===== src/sts_defs.vh =====
`ifndef STS_DEFS_VH
`define STS_DEFS_VH

// time base: clock period and one millisecond in ns, one millisecond in clock cycles
`define STS_CLK_NS 8
`define STS_MS_NS 1000000
`define STS_MS_CYC 17'h1_E848
`define STS_MS_LAST 10'h3E7
`define STS_CYC_ONE 17'h0_0001

// millisecond arithmetic on the 48-bit time value
`define STS_MS_PER_S48 48'h0000_0000_03E8
`define STS_MIN_MS48 48'h0000_0000_EA60
`define STS_HALF_MIN48 48'h0000_0000_7530
`define STS_TICK1 48'h0000_0000_0001
`define STS_TICK2 48'h0000_0000_0002
`define STS_MIN_MS49 49'h0_0000_0000_EA60
`define STS_HOUR_MS49 49'h0_0000_0036_EE80
`define STS_ZERO49 49'h0_0000_0000_0000
`define STS_STEP_MS49 49'h0_0000_0000_0FA0
`define STS_LDEV_MAX49 49'h0_0000_0000_7FFF
`define STS_FDEV_MAX49 49'h0_0000_0000_007D

// no sync within this many seconds falls back to internal
`define STS_TIMEOUT_S 7'h5A
`define STS_TO_ONE 7'h01

// auto-adjust interval limit, seconds
`define STS_AA_MAX 16'h2710
`define STS_AA_MAX32 32'h0000_2710
`define STS_AA_ONE 16'h0001
`define STS_AA_CNT_ONE 14'h0001

// write limits: offset in ms, zone in minutes
`define STS_OFS_MAX32 32'h0098_9680
`define STS_ZONE_MIN32 32'hFFFF_FD30
`define STS_ZONE_MAX32 32'h0000_0348

// pending soft-correction counters and the message count
`define STS_PEND_ONE 8'h01
`define STS_PEND_ZERO 8'h00
`define STS_CNT_ONE 16'h0001

// sync source codes
`define STS_SRC_INT 4'h0
`define STS_SRC_DI 4'h1
`define STS_SRC_NTP 4'h2

// minute pulse input selection
`define STS_SEL_NONE 2'h0
`define STS_SEL_ONE 2'h1
`define STS_SEL_TWO 2'h2

// register byte addresses
`define STS_A_CTRL 8'h00
`define STS_A_AA_INT 8'h04
`define STS_A_ZONE 8'h08
`define STS_A_OFS 8'h0C
`define STS_A_TIME_LO 8'h10
`define STS_A_TIME_HI 8'h14
`define STS_A_STATUS 8'h18
`define STS_A_LDEV 8'h1C
`define STS_A_FDEV 8'h20

// field positions
`define STS_CF_SEL 1:0
`define STS_CB_SUMMER 2
`define STS_CB_LEAD 3
`define STS_SF_SRC 3:0
`define STS_SF_CNT 31:16
`define STS_TF_HI 15:0

// reset values
`define STS_RST_TIME 48'h0000_0000_0000
`define STS_RST_AA 16'h0000
`define STS_RST_ZONE 11'h000
`define STS_RST_OFS 32'h0000_0000
`define STS_RST_WORD 32'h0000_0000

`endif


===== src/sts_tick.v =====
`timescale 1ns/1ns
`default_nettype none
`include "sts_defs.vh"
module sts_tick #(
  parameter [16:0] MS_CYC = `STS_MS_CYC
) (
  // clock and reset
  input wire clk,
  input wire rst_n,
  // strobes
  output reg ms_tick,
  output reg sec_tick
);

  reg [16:0] cyc_reg;
  reg [9:0] msc_reg;

  always @(posedge clk) begin
    if (!rst_n) begin
      cyc_reg <= 17'h0_0000;
      msc_reg <= 10'h000;
      ms_tick <= 1'b0;
      sec_tick <= 1'b0;
    end else begin
      ms_tick <= 1'b0;
      sec_tick <= 1'b0;
      if (cyc_reg == MS_CYC - `STS_CYC_ONE) begin
        cyc_reg <= 17'h0_0000;
        ms_tick <= 1'b1;
        if (msc_reg == `STS_MS_LAST) begin
          msc_reg <= 10'h000;
          sec_tick <= 1'b1;
        end else begin
          msc_reg <= msc_reg + 10'h001;
        end
      end else begin
        cyc_reg <= cyc_reg + `STS_CYC_ONE;
      end
    end
  end

endmodule
`default_nettype wire


===== src/sts_time_sync.v =====
// Operation
// RULE_01: internal time stamps events and recordings
// RULE_02: deviation filtered, time steered softly to zero
// RULE_03: learn average drift while externally synchronised
// RULE_04: one ms auto-adjust step per interval
// RULE_05: drift sign picks step direction, lead retards
// RULE_06: sync sets interval and sign, else user
// RULE_07: under four seconds never move time backwards
// RULE_08: select none or one minute-pulse input
// RULE_09: pulse rising edge snaps to nearest minute
// RULE_10: minute pulse held at least 50 ms
// RULE_11: sync input zero delay, leading edge active
// RULE_12: protocol time gets decimal time-zone offset
// RULE_13: summer time adds one hour to NTP
// RULE_14: source indicator shows origin of last sync
// RULE_15: no sync for 1.5 minutes gives internal
// RULE_16: message count increments, wraps at 65535
// RULE_17: latest deviation system minus source, clamped
// RULE_18: filtered deviation is applied correction, clamped
// RULE_19: signed offset compensation added to source
// RULE_20: first-order low-pass filter with clamped output
//
// Added by the designer: the register offsets and strobed register access.
`timescale 1ns/1ns
`default_nettype none
`include "sts_defs.vh"
module sts_time_sync #(
  parameter [16:0] MS_CYC = `STS_MS_CYC
) (
  // clock and reset
  input wire CLK,
  input wire RST_N,
  // register port
  input wire [7:0] ADDR,
  input wire [31:0] WDATA,
  input wire WE,
  input wire RE,
  output reg [31:0] RDATA,
  // minute pulse inputs
  input wire INPUT_ONE,
  input wire INPUT_TWO,
  // protocol time message
  input wire PMSG_VALID,
  input wire [3:0] PMSG_SRC,
  input wire [31:0] PMSG_SEC,
  input wire [9:0] PMSG_MS,
  // timestamp request and answer
  input wire STAMP_REQ,
  input wire STAMP_KIND,
  output reg STAMP_VALID,
  output reg STAMP_KIND_Q,
  output reg [47:0] STAMP_TIME,
  // status
  output reg [3:0] SYNC_SOURCE
);

  wire ms_tick;
  wire sec_tick;

  sts_tick #(.MS_CYC(MS_CYC)) u_tick (
    .clk(CLK),
    .rst_n(RST_N),
    .ms_tick(ms_tick),
    .sec_tick(sec_tick)
  );

  // state
  reg [47:0] time_reg, time_next;
  reg [7:0] slow_reg, slow_next;
  reg [7:0] fast_reg, fast_next;
  reg half_reg, half_next;
  reg [1:0] sel_reg;
  reg summer_reg;
  reg lead_reg, lead_next;
  reg signed [15:0] aa_int_reg, aa_int_next;
  reg [13:0] aa_cnt_reg, aa_cnt_next;
  reg signed [10:0] zone_reg;
  reg signed [31:0] ofs_reg;
  reg [3:0] src_reg, src_next;
  reg [15:0] cnt_reg, cnt_next;
  reg [6:0] to_reg, to_next;
  reg signed [15:0] ldev_reg, ldev_next;
  reg signed [7:0] filt_reg, filt_next;
  reg di_prev_reg;
  reg upd_reg;
  reg signed [48:0] dev_reg;

  // comb helpers
  reg [15:0] aa_mag, m;
  reg lead_l, want_lead;
  reg signed [15:0] f16;
  reg signed [48:0] fsum;

  function signed [15:0] sat;
    input signed [48:0] v;
    input signed [48:0] lim;
    reg signed [48:0] t;
    begin
      t = v;
      if (v > lim)
        t = lim;
      else if (v < -lim)
        t = -lim;
      sat = t[15:0];
    end
  endfunction

  // selected minute pulse and its rising edge
  wire di_sel = (sel_reg == `STS_SEL_ONE) ? INPUT_ONE :
                (sel_reg == `STS_SEL_TWO) ? INPUT_TWO : 1'b0; // see RULE_08
  wire di_edge = di_sel & ~di_prev_reg; // see RULE_09
  wire ev = di_edge | PMSG_VALID;

  // zone limits held at full width so the clamp cuts them on purpose
  wire [31:0] zone_min_w = `STS_ZONE_MIN32;
  wire [31:0] zone_max_w = `STS_ZONE_MAX32;

  // protocol source time in local ms
  wire [47:0] p_base = {16'h0000, PMSG_SEC} * `STS_MS_PER_S48 +
                       {38'h0_0000_0000, PMSG_MS};
  wire signed [48:0] zone_ms =
    $signed({{38{zone_reg[10]}}, zone_reg}) *
    $signed(`STS_MIN_MS49); // see RULE_12
  wire signed [48:0] dst_ms =
    (summer_reg && PMSG_SRC == `STS_SRC_NTP) ?
    $signed(`STS_HOUR_MS49) : $signed(`STS_ZERO49); // see RULE_13
  wire signed [48:0] ofs_ms = $signed({{17{ofs_reg[31]}}, ofs_reg});
  wire signed [48:0] now_s = $signed({1'b0, time_reg});
  wire signed [48:0] src_p = $signed({1'b0, p_base}) + zone_ms + dst_ms;

  // distance to nearest whole minute, positive when leading
  wire [47:0] rem48 = time_reg % `STS_MIN_MS48;
  wire signed [48:0] dev_di = (rem48 >= `STS_HALF_MIN48) ?
    $signed({1'b0, rem48}) - $signed(`STS_MIN_MS49) :
    $signed({1'b0, rem48}); // see RULE_09

  // offset is added to source time, so it is subtracted here
  wire signed [48:0] ev_dev =
    (di_edge ? dev_di : now_s - src_p) - ofs_ms; // see RULE_19
  wire sync_on = (src_reg != `STS_SRC_INT);

  always @* begin
    time_next = time_reg;
    slow_next = slow_reg;
    fast_next = fast_reg;
    half_next = half_reg;
    lead_next = lead_reg;
    aa_int_next = aa_int_reg;
    aa_cnt_next = aa_cnt_reg;
    src_next = src_reg;
    cnt_next = cnt_reg;
    to_next = to_reg;
    ldev_next = ldev_reg;
    filt_next = filt_reg;
    aa_mag = aa_int_reg[15] ? -aa_int_reg : aa_int_reg;
    m = aa_mag;
    lead_l = lead_reg ^ aa_int_reg[15];
    want_lead = 1'b0;
    f16 = 16'h0000;
    fsum = `STS_ZERO49;

    // time base; a slowed clock only pauses, never goes back
    if (ms_tick) begin
      if (fast_reg != `STS_PEND_ZERO) begin
        time_next = time_reg + `STS_TICK2;
        fast_next = fast_reg - `STS_PEND_ONE;
      end else if (slow_reg != `STS_PEND_ZERO) begin
        half_next = ~half_reg; // see RULE_07
        if (half_reg)
          slow_next = slow_reg - `STS_PEND_ONE;
        else
          time_next = time_reg + `STS_TICK1;
      end else begin
        time_next = time_reg + `STS_TICK1; // see RULE_01
      end
    end

    // one ms step per interval, negative interval flips direction
    if (sec_tick) begin
      if (aa_mag == 16'h0000) begin
        aa_cnt_next = 14'h0000;
      end else if ({2'b00, aa_cnt_reg + `STS_AA_CNT_ONE} >= aa_mag) begin
        aa_cnt_next = 14'h0000; // see RULE_04
        if (lead_l)
          slow_next = slow_next + `STS_PEND_ONE; // see RULE_05
        else
          fast_next = fast_next + `STS_PEND_ONE;
      end else begin
        aa_cnt_next = aa_cnt_reg + `STS_AA_CNT_ONE;
      end
      if (sync_on) begin
        if (to_reg + `STS_TO_ONE >= `STS_TIMEOUT_S) begin
          src_next = `STS_SRC_INT; // see RULE_15
          to_next = 7'h00;
        end else begin
          to_next = to_reg + `STS_TO_ONE;
        end
      end
    end

    // new message or pulse
    if (ev) begin
      src_next = di_edge ? `STS_SRC_DI : PMSG_SRC; // see RULE_14
      cnt_next = cnt_reg + `STS_CNT_ONE; // see RULE_16
      to_next = 7'h00;
    end

    // apply the correction one cycle after the event
    if (upd_reg) begin
      ldev_next = sat(dev_reg, $signed(`STS_LDEV_MAX49)); // see RULE_17
      if (dev_reg >= $signed(`STS_STEP_MS49) ||
          dev_reg <= -$signed(`STS_STEP_MS49)) begin
        // a gross error is stepped; small ones never go back
        time_next = time_reg - dev_reg[47:0];
        slow_next = `STS_PEND_ZERO;
        fast_next = `STS_PEND_ZERO;
        f16 = sat(dev_reg, $signed(`STS_FDEV_MAX49));
        filt_next = f16[7:0]; // see RULE_18
      end else begin
        fsum = $signed({{41{filt_reg[7]}}, filt_reg}) +
               ((dev_reg - $signed({{41{filt_reg[7]}}, filt_reg})) >>> 2);
        f16 = sat(fsum, $signed(`STS_FDEV_MAX49)); // see RULE_20
        filt_next = f16[7:0]; // see RULE_18
        // leading is slowed, lagging is sped up
        if (f16 > 16'sh0000) begin
          slow_next = f16[7:0]; // see RULE_02
          fast_next = `STS_PEND_ZERO;
        end else begin
          fast_next = -f16[7:0]; // see RULE_02
          slow_next = `STS_PEND_ZERO;
        end
        // residual error moves the learned step rate
        if (sync_on && f16 != 16'sh0000) begin
          want_lead = (f16 > 16'sh0000); // see RULE_03
          if (m == 16'h0000) begin
            lead_l = want_lead;
            m = `STS_AA_MAX;
          end else if (lead_l == want_lead) begin
            m = m - (m >> 3) - `STS_AA_ONE;
            if (m == 16'h0000)
              m = `STS_AA_ONE;
          end else begin
            m = m + (m >> 3) + `STS_AA_ONE;
            if (m > `STS_AA_MAX)
              m = 16'h0000;
          end
          aa_int_next = m; // see RULE_06
          lead_next = lead_l; // see RULE_06
        end
      end
    end

    // software writes; drift settings are locked while synced
    if (WE) begin
      if (ADDR == `STS_A_TIME_LO) begin
        time_next = {time_reg[47:32], WDATA};
        slow_next = `STS_PEND_ZERO;
        fast_next = `STS_PEND_ZERO;
      end else if (ADDR == `STS_A_TIME_HI) begin
        time_next = {WDATA[`STS_TF_HI], time_reg[31:0]};
      end else if (ADDR == `STS_A_CTRL && !sync_on) begin
        lead_next = WDATA[`STS_CB_LEAD]; // see RULE_06
      end else if (ADDR == `STS_A_AA_INT && !sync_on) begin
        if ($signed(WDATA) > $signed(`STS_AA_MAX32))
          aa_int_next = `STS_AA_MAX;
        else if ($signed(WDATA) < -$signed(`STS_AA_MAX32))
          aa_int_next = -`STS_AA_MAX;
        else
          aa_int_next = WDATA[15:0]; // see RULE_06
        aa_cnt_next = 14'h0000;
      end
    end
  end

  always @(posedge CLK) begin
    if (!RST_N) begin
      time_reg <= `STS_RST_TIME;
      slow_reg <= `STS_PEND_ZERO;
      fast_reg <= `STS_PEND_ZERO;
      half_reg <= 1'b0;
      sel_reg <= `STS_SEL_NONE;
      summer_reg <= 1'b0;
      lead_reg <= 1'b0;
      aa_int_reg <= `STS_RST_AA;
      aa_cnt_reg <= 14'h0000;
      zone_reg <= `STS_RST_ZONE;
      ofs_reg <= `STS_RST_OFS;
      src_reg <= `STS_SRC_INT;
      cnt_reg <= 16'h0000;
      to_reg <= 7'h00;
      ldev_reg <= 16'h0000;
      filt_reg <= 8'h00;
      di_prev_reg <= 1'b0;
      upd_reg <= 1'b0;
      dev_reg <= `STS_ZERO49;
      RDATA <= `STS_RST_WORD;
      STAMP_VALID <= 1'b0;
      STAMP_KIND_Q <= 1'b0;
      STAMP_TIME <= `STS_RST_TIME;
      SYNC_SOURCE <= `STS_SRC_INT;
    end else begin
      time_reg <= time_next;
      slow_reg <= slow_next;
      fast_reg <= fast_next;
      half_reg <= half_next;
      lead_reg <= lead_next;
      aa_int_reg <= aa_int_next;
      aa_cnt_reg <= aa_cnt_next;
      src_reg <= src_next;
      cnt_reg <= cnt_next;
      to_reg <= to_next;
      ldev_reg <= ldev_next;
      filt_reg <= filt_next;
      di_prev_reg <= di_sel;
      upd_reg <= ev;
      if (ev)
        dev_reg <= ev_dev;
      SYNC_SOURCE <= src_next;
      // stamp taken from the running time base
      STAMP_VALID <= STAMP_REQ; // see RULE_01
      if (STAMP_REQ) begin
        STAMP_KIND_Q <= STAMP_KIND;
        STAMP_TIME <= time_reg;
      end
      if (WE) begin
        if (ADDR == `STS_A_CTRL) begin
          sel_reg <= WDATA[`STS_CF_SEL]; // see RULE_08
          summer_reg <= WDATA[`STS_CB_SUMMER];
        end else if (ADDR == `STS_A_ZONE) begin
          if ($signed(WDATA) < $signed(`STS_ZONE_MIN32))
            zone_reg <= zone_min_w[10:0];
          else if ($signed(WDATA) > $signed(`STS_ZONE_MAX32))
            zone_reg <= zone_max_w[10:0];
          else
            zone_reg <= WDATA[10:0]; // see RULE_12
        end else if (ADDR == `STS_A_OFS) begin
          if ($signed(WDATA) > $signed(`STS_OFS_MAX32))
            ofs_reg <= `STS_OFS_MAX32;
          else if ($signed(WDATA) < -$signed(`STS_OFS_MAX32))
            ofs_reg <= -`STS_OFS_MAX32;
          else
            ofs_reg <= WDATA; // see RULE_19
        end
      end
      RDATA <= `STS_RST_WORD;
      if (RE) begin
        if (ADDR == `STS_A_CTRL)
          RDATA <= {28'h000_0000, lead_reg, summer_reg, sel_reg};
        else if (ADDR == `STS_A_AA_INT)
          RDATA <= {{16{aa_int_reg[15]}}, aa_int_reg};
        else if (ADDR == `STS_A_ZONE)
          RDATA <= {{21{zone_reg[10]}}, zone_reg};
        else if (ADDR == `STS_A_OFS)
          RDATA <= ofs_reg;
        else if (ADDR == `STS_A_TIME_LO)
          RDATA <= time_reg[31:0];
        else if (ADDR == `STS_A_TIME_HI)
          RDATA <= {16'h0000, time_reg[47:32]};
        else if (ADDR == `STS_A_STATUS)
          RDATA <= {cnt_reg, 12'h000, src_reg};
        else if (ADDR == `STS_A_LDEV)
          RDATA <= {{16{ldev_reg[15]}}, ldev_reg};
        else if (ADDR == `STS_A_FDEV)
          RDATA <= {{24{filt_reg[7]}}, filt_reg};
      end
    end
  end

endmodule
`default_nettype wire


===== config.mk =====
export PLATFORM = sky130hd
export DESIGN_NAME = sts_time_sync
export DESIGN_NICKNAME = d
export VERILOG_FILES = /design/src/sts_tick.v /design/src/sts_time_sync.v
export VERILOG_INCLUDE_DIRS = /design/src
export SDC_FILE = /design/constraint.sdc
export NUM_CORES = 2
export LEC_CHECK = 0
export BUFFER_PORTS_ARGS = -buffer_cell sky130_fd_sc_hd__clkbuf_2
export CORE_ASPECT_RATIO = 1.75
export CORE_MARGIN = 4
export CORE_UTILIZATION = 60
export DETAILED_ROUTE_END_ITERATION = 16
export PLACE_DENSITY = 0.77
export REMOVE_ABC_BUFFERS = 1
export SYNTH_ARGS = -nofsm -noshare
export SYNTH_HDL_FRONTEND = slang
export SYNTH_HIERARCHICAL = 1
export SYNTH_SLANG_ARGS = --single-unit
export TNS_END_PERCENT = 30

===== constraint.sdc =====
create_clock -name CLK -period 99.6 [get_ports CLK]
set_clock_uncertainty 0.15 [all_clocks]
set_input_delay 14.94 -clock CLK [delete_from_list [all_inputs] [get_ports CLK]]
set_output_delay 14.94 -clock CLK [all_outputs]
set_load 0.02 [all_outputs]

Word-level counts from Yosys, hierarchy flattened
Cells that the tools add are included.
- add/sub/neg operators: 26
- multiply operators: 2
- divide/modulo/power cells: 1
- order comparisons: 19
- equal/unequal tests: 16
- shift-type cells: 0
- muxes and demuxes: 100
- bitwise logic cells: 10
- reductions and logical operators: 27
- operator list (cell ; number):
    48-bit 2-to-1 mux ; 9
    16-bit 2-to-1 mux ; 21
    32-bit 2-to-1 mux ; 10
    8-bit 2-to-1 mux ; 27
    14-bit 2-to-1 mux ; 8
    49-bit 2-to-1 mux ; 2
    49-bit by 13-bit >= comparator with 1-bit output, second input constant ; 1
    49-bit by 16-bit greater-than comparator with 1-bit output, second input constant ; 1
    49-bit by 8-bit greater-than comparator with 1-bit output, second input constant ; 1
    49-bit by 13-bit less-or-equal comparator with 1-bit output, second input constant ; 1
    49-bit by 16-bit < comparator with 1-bit output, second input constant ; 1
    49-bit by 8-bit < comparator with 1-bit output, second input constant ; 1
    48-bit by 16-bit subtractor with 49-bit output, second input constant ; 1
    49-bit by 32-bit subtractor with 49-bit output ; 1
    49-bit by 46-bit subtractor with 49-bit output ; 1
    49-bit by 8-bit subtractor with 49-bit output ; 1
    48-bit by 1-bit adder with 48-bit output, second input constant ; 1
    48-bit by 2-bit adder with 48-bit output, second input constant ; 1
    8-bit by 47-bit adder with 48-bit output ; 1
    48-bit by 15-bit >= comparator with 1-bit output, second input constant ; 1
    48-bit by 8-bit greater-than comparator with 1-bit output, second input constant ; 1
    48-bit by 8-bit < comparator with 1-bit output, second input constant ; 1
    48-bit by 16-bit modulo with 48-bit output, second input constant ; 1
    48-bit subtractor ; 1
    other kinds (63) ; 106
- bits in registers: 355
- bits in latches: 0
- RAM bits: 0
- bits in read-only memories: 0
- input port bits: 95
- output and inout bits: 86
- memories kept: 0

Depth between registers and ports, before layout
- depth in word-level cells: 19
- gate-level depth with buffers: 213

Modules after synthesis
The synthesis kept the hierarchy.
- by module, submodules not included (module ; instances ; cells each ; area each (sq um) ; sequential area each (sq um)):
    sts_time_sync ; 1 ; 7227 ; 54895.1 ; 6526.3
    sts_tick ; 1 ; 153 ; 1358.8 ; 580.6

Worst setup path after synthesis
Ideal clock, no wire load.
- path type: register to register
- start point: register time_reg[40]
- end point: register dev_reg[48]
- data arrival time: 41.427 ns
- slack: 57.908 ns
- stages on the path, launching flop included: 200
- path buffers: 14
- period minus slack after synthesis: 41.692 ns
- path through: dfxtp_1 buf_2 a211oi_2 o22a_2 o31a_1 or4_4 o21a_1 buf_2 maj3_1 o21ai_1 nor4_2 nor3_4 o22ai_1 and2_4 a41oi_2 a21oi_1 or3_1 buf_2 [... 164 more ...] a21o_1 a21o_1 a21o_1 a21o_1 a21o_1 a21o_1 a21o_1 a21o_1 a21o_1 a21o_1 a21o_1 a21oi_1 xnor2_1 xnor2_1 nand2_1 o211ai_1 o21ai_1 and2_1
- cells in the longest elaborated chain, start to end: 5
- elaborated cells on any way between the ends: 7
- RTL lines (item ; RTL line ; RTL):
    start: declaration ; sts_time_sync.v:68 ; reg [47:0] time_reg, time_next;
    start signal: assignment ; sts_time_sync.v:277 ; time_reg <= `STS_RST_TIME;
    start signal: assignment ; sts_time_sync.v:302 ; time_reg <= time_next;
    48-bit by 16-bit modulo with 48-bit output (no line) ; n/a ;
    48-bit by 16-bit subtractor with 49-bit output or 48-bit by 15-bit >= comparator with 1-bit output (tied branches) ; n/a ;
    49-bit 2-to-1 mux ; sts_time_sync.v:133 ; wire signed [48:0] dev_di = (rem48 >= `STS_HALF_MIN48) ?
    49-bit 2-to-1 mux * ; sts_time_sync.v:139 ; (di_edge ? dev_di : now_s - src_p) - ofs_ms;
    49-bit by 32-bit subtractor with 49-bit output * ; sts_time_sync.v:139 ;
    end signal: assignment ; sts_time_sync.v:295 ; dev_reg <= `STS_ZERO49;
    end signal: assignment ; sts_time_sync.v:317 ; dev_reg <= ev_dev;
    end: declaration ; sts_time_sync.v:86 ; reg signed [48:0] dev_reg;
Every way passes the cells marked *; elsewhere a longest branch is shown, timed or not.
A chain may end at the register's enable or synchronous reset.

Final worst setup path
- start point: register time_reg[37]
- end point: register dev_reg[48]
The elaborated chain is that of the path after synthesis.

==> impl_metrics.ini <==
[status]
status = finished, final reports clean

[synth]
synthCells = 7380
async_flop_share = 0
synth_top_area_share = 0.126
synth.largest_area_cell = dfxtp_1
synth_top_flop_cell = dfxtp_1
ys_seq_area_frac = 0.126
ys_ff_latch = 355
avgSynthCellArea_um2 = 7.62
ys.warnings.count = 6
netlist_area_um2 = 56300
synthTopCellsByArea = dfxtp_1 13%, ha_1 11%, fa_1 7.5%
synth_edf_count = 0
yosysUniqueCellTypes = 154

[clocking]
cts-root-buf = clkbuf_16
post_cts_buffers = 0
cts_max_level = 2
clock_sinks = 355
path_clk_slew_ns = 0.07
cts_hold_buf = 0
cts_buffers = 41
cts-resized-gates = 0
tritoncts = done
clockBufferDepth = 3
clock_latency_ns = 0.64

[timing]
maxSlewHeadroom = 0.134
hold_violations = 0
fin_crit_ns = 54.45
worstMarginPinSlew_ns = 1.29
rsz0062_at_grt = no
setup_viol = 0
finalCritPeriodShare = 0.547
finalMaxSlewViolations = 0
fmax_mhz = 18.4
setup_tns_ns = 0

[global_route]
overflow = 0
grtUsageTotal = 0.385
grt_pass1_wl_um = 305000
antenna_found_initial = 10
grt_pass1_vias = 56700
grt_max_degree = 89

[setup_path]
start_kind = flop
required_ns = 99.98
r2r-start = time_reg[37]
crit_fanout = 26
cp_common_cell = a21o_1
r2r_slack_ns = 45.15
ff2ff_path_depth = 186
timing.rr.end = dev_reg[48]
cp_slowest_cell = dfxtp_1
crit_end = dev_reg[48]
worstPathArrival_ns = 54.83
crit_path_start = time_reg[37]
cpPeakStageDelay_ns = 1.11
end_kind = flop
crit_type = reg2reg

[drt]
drtPass1Iterations = 12
postRouteAntennaNets = 0
drtIter0Drc = 4766
vias = 57200
wirelength_um = 198000
post-route-drc-count = 0
post_drt_wl_per_cell_um = 23.1
routed_via_density = 6.66

[worst_hold_path]
hold_class = reg2reg

[floorplanning]
dieHeight_um = 413
design.die.area_um2 = 98900
chipWidth_um = 239
core_area_um2 = 93000
ios = 181
initial_core_util = 0.605
fp-row-count = 148

[layout]
final_common_cell = nor2_1
syn2layout_area_growth_pct = 5.45
largest_register_ffs = 49
fillCellCount = 8421
nets = 8161
final_cell_mix = 593 x nor2_1, 558 x nand2_1, 531 x a21oi_1, 506 x inv_1, 500 x ha_1
drive_above_1_share = 0.0757

[placement]
port_buffers = 180
place_hpwl_um = 156000
routabilityCongestion = 1.03

[job]
max_cap_violations = 0
## cell families (layout without fill, tap and decap cells)
group | count (synthesis) | count (layout) | share of synthesized area
AOI/OAI and AO/OA | 2278 | 2278 | 0.283
xor gates and xnor gates | 646 | 646 | 0.103
adders and majority gates | 729 | 729 | 0.189
buffers and inverters | 837 | 842 | 0.0581
DFF | 355 | 355 | 0.126
muxes | 143 | 143 | 0.0267
other | 0 | 10 | 0
and+or+nand+nor | 2392 | 2392 | 0.213
## cell usage after synthesis, drive strengths merged (72+ instances only)
cell    count
nor3      221
fa        210
nor4       81
and2      139
nand3     169
nand2b     78
o21bai    125
inv       508
o21ai     447
dfxtp     355
clkbuf    254
nand4      72
nand2     560
mux2i     120
a21oi     541
nor2      603
nor2b     173
ha        500
a21o      193
xor2      167
o21a      145
xnor2     479
and3       84
## worst max-delay path: cells and delay by family (launching register included)
family,cells,cell delay [ns]
buffers and inverters,3,0.73
and+or+nand+nor,34,8.73
adders and majority gates,2,0.78
AOI/OAI and AO/OA,128,35.54
DFF,1,1.11
muxes,6,2.92
xor gates and xnor gates,13,4.23
## per-layer routing
layer	vias to the layer above	track usage	wire (µm)
met3	1015	0.0629	13300
met5	-	0	12
li1	26700	-	-
met1	27000	0.392	67900
met4	2	0.331	20700
met2	2576	0.680	96500
## stage by stage
stage / cells / util / worst slack, ns / instance area, µm² / hold slack [ns]
global placement: 8513 / 0.624 / 47.47 / 58000 / 0.314
floorplan: 7058 / - / 53.62 / 54900 / 0.287
CTS: 8585 / 0.638 / 46.29 / 59300 / 0.335
finish: 8595 / 0.638 / 45.15 / 59300 / 0.333
detailed placement: 8513 / 0.624 / 46.53 / 58000 / 0.321
global route: 8589 / 0.638 / 41.11 / 59300 / 0.361
## how the worst min path moves through the flow
stage,startpoint,end,slack [ns],cells past startpoint
final,u_tick/cyc_reg[16],u_tick/cyc_reg[16],0.33,2
after detailed placement,u_tick/msc_reg[9],u_tick/msc_reg[9],0.32,1
after floorplan,u_tick/cyc_reg[0],u_tick/cyc_reg[0],0.29,1
after global routing,ofs_reg[29],ofs_reg[29],0.36,2
after CTS,u_tick/cyc_reg[16],u_tick/cyc_reg[16],0.33,2
after global placement,u_tick/msc_reg[9],u_tick/msc_reg[9],0.31,1
## cell type report
type | instances | area, µm² | area share
multi-input cells | 6188 | 46000 | 0.775
clock buffers | 56 | 1140 | 0.0193
clock inverters | 16 | 179 | 0.00302
diodes | 10 | 25.0 | 0.000422
inverters | 515 | 1930 | 0.0326
repair buffers | 255 | 1470 | 0.0248
well taps | 1200 | 1500 | 0.0253
flip-flops and latches | 355 | 7110 | 0.120
Power is left out: the tool's default activity adds up to more than one toggle a clock period on the data nets, which glitch-free logic cannot reach.
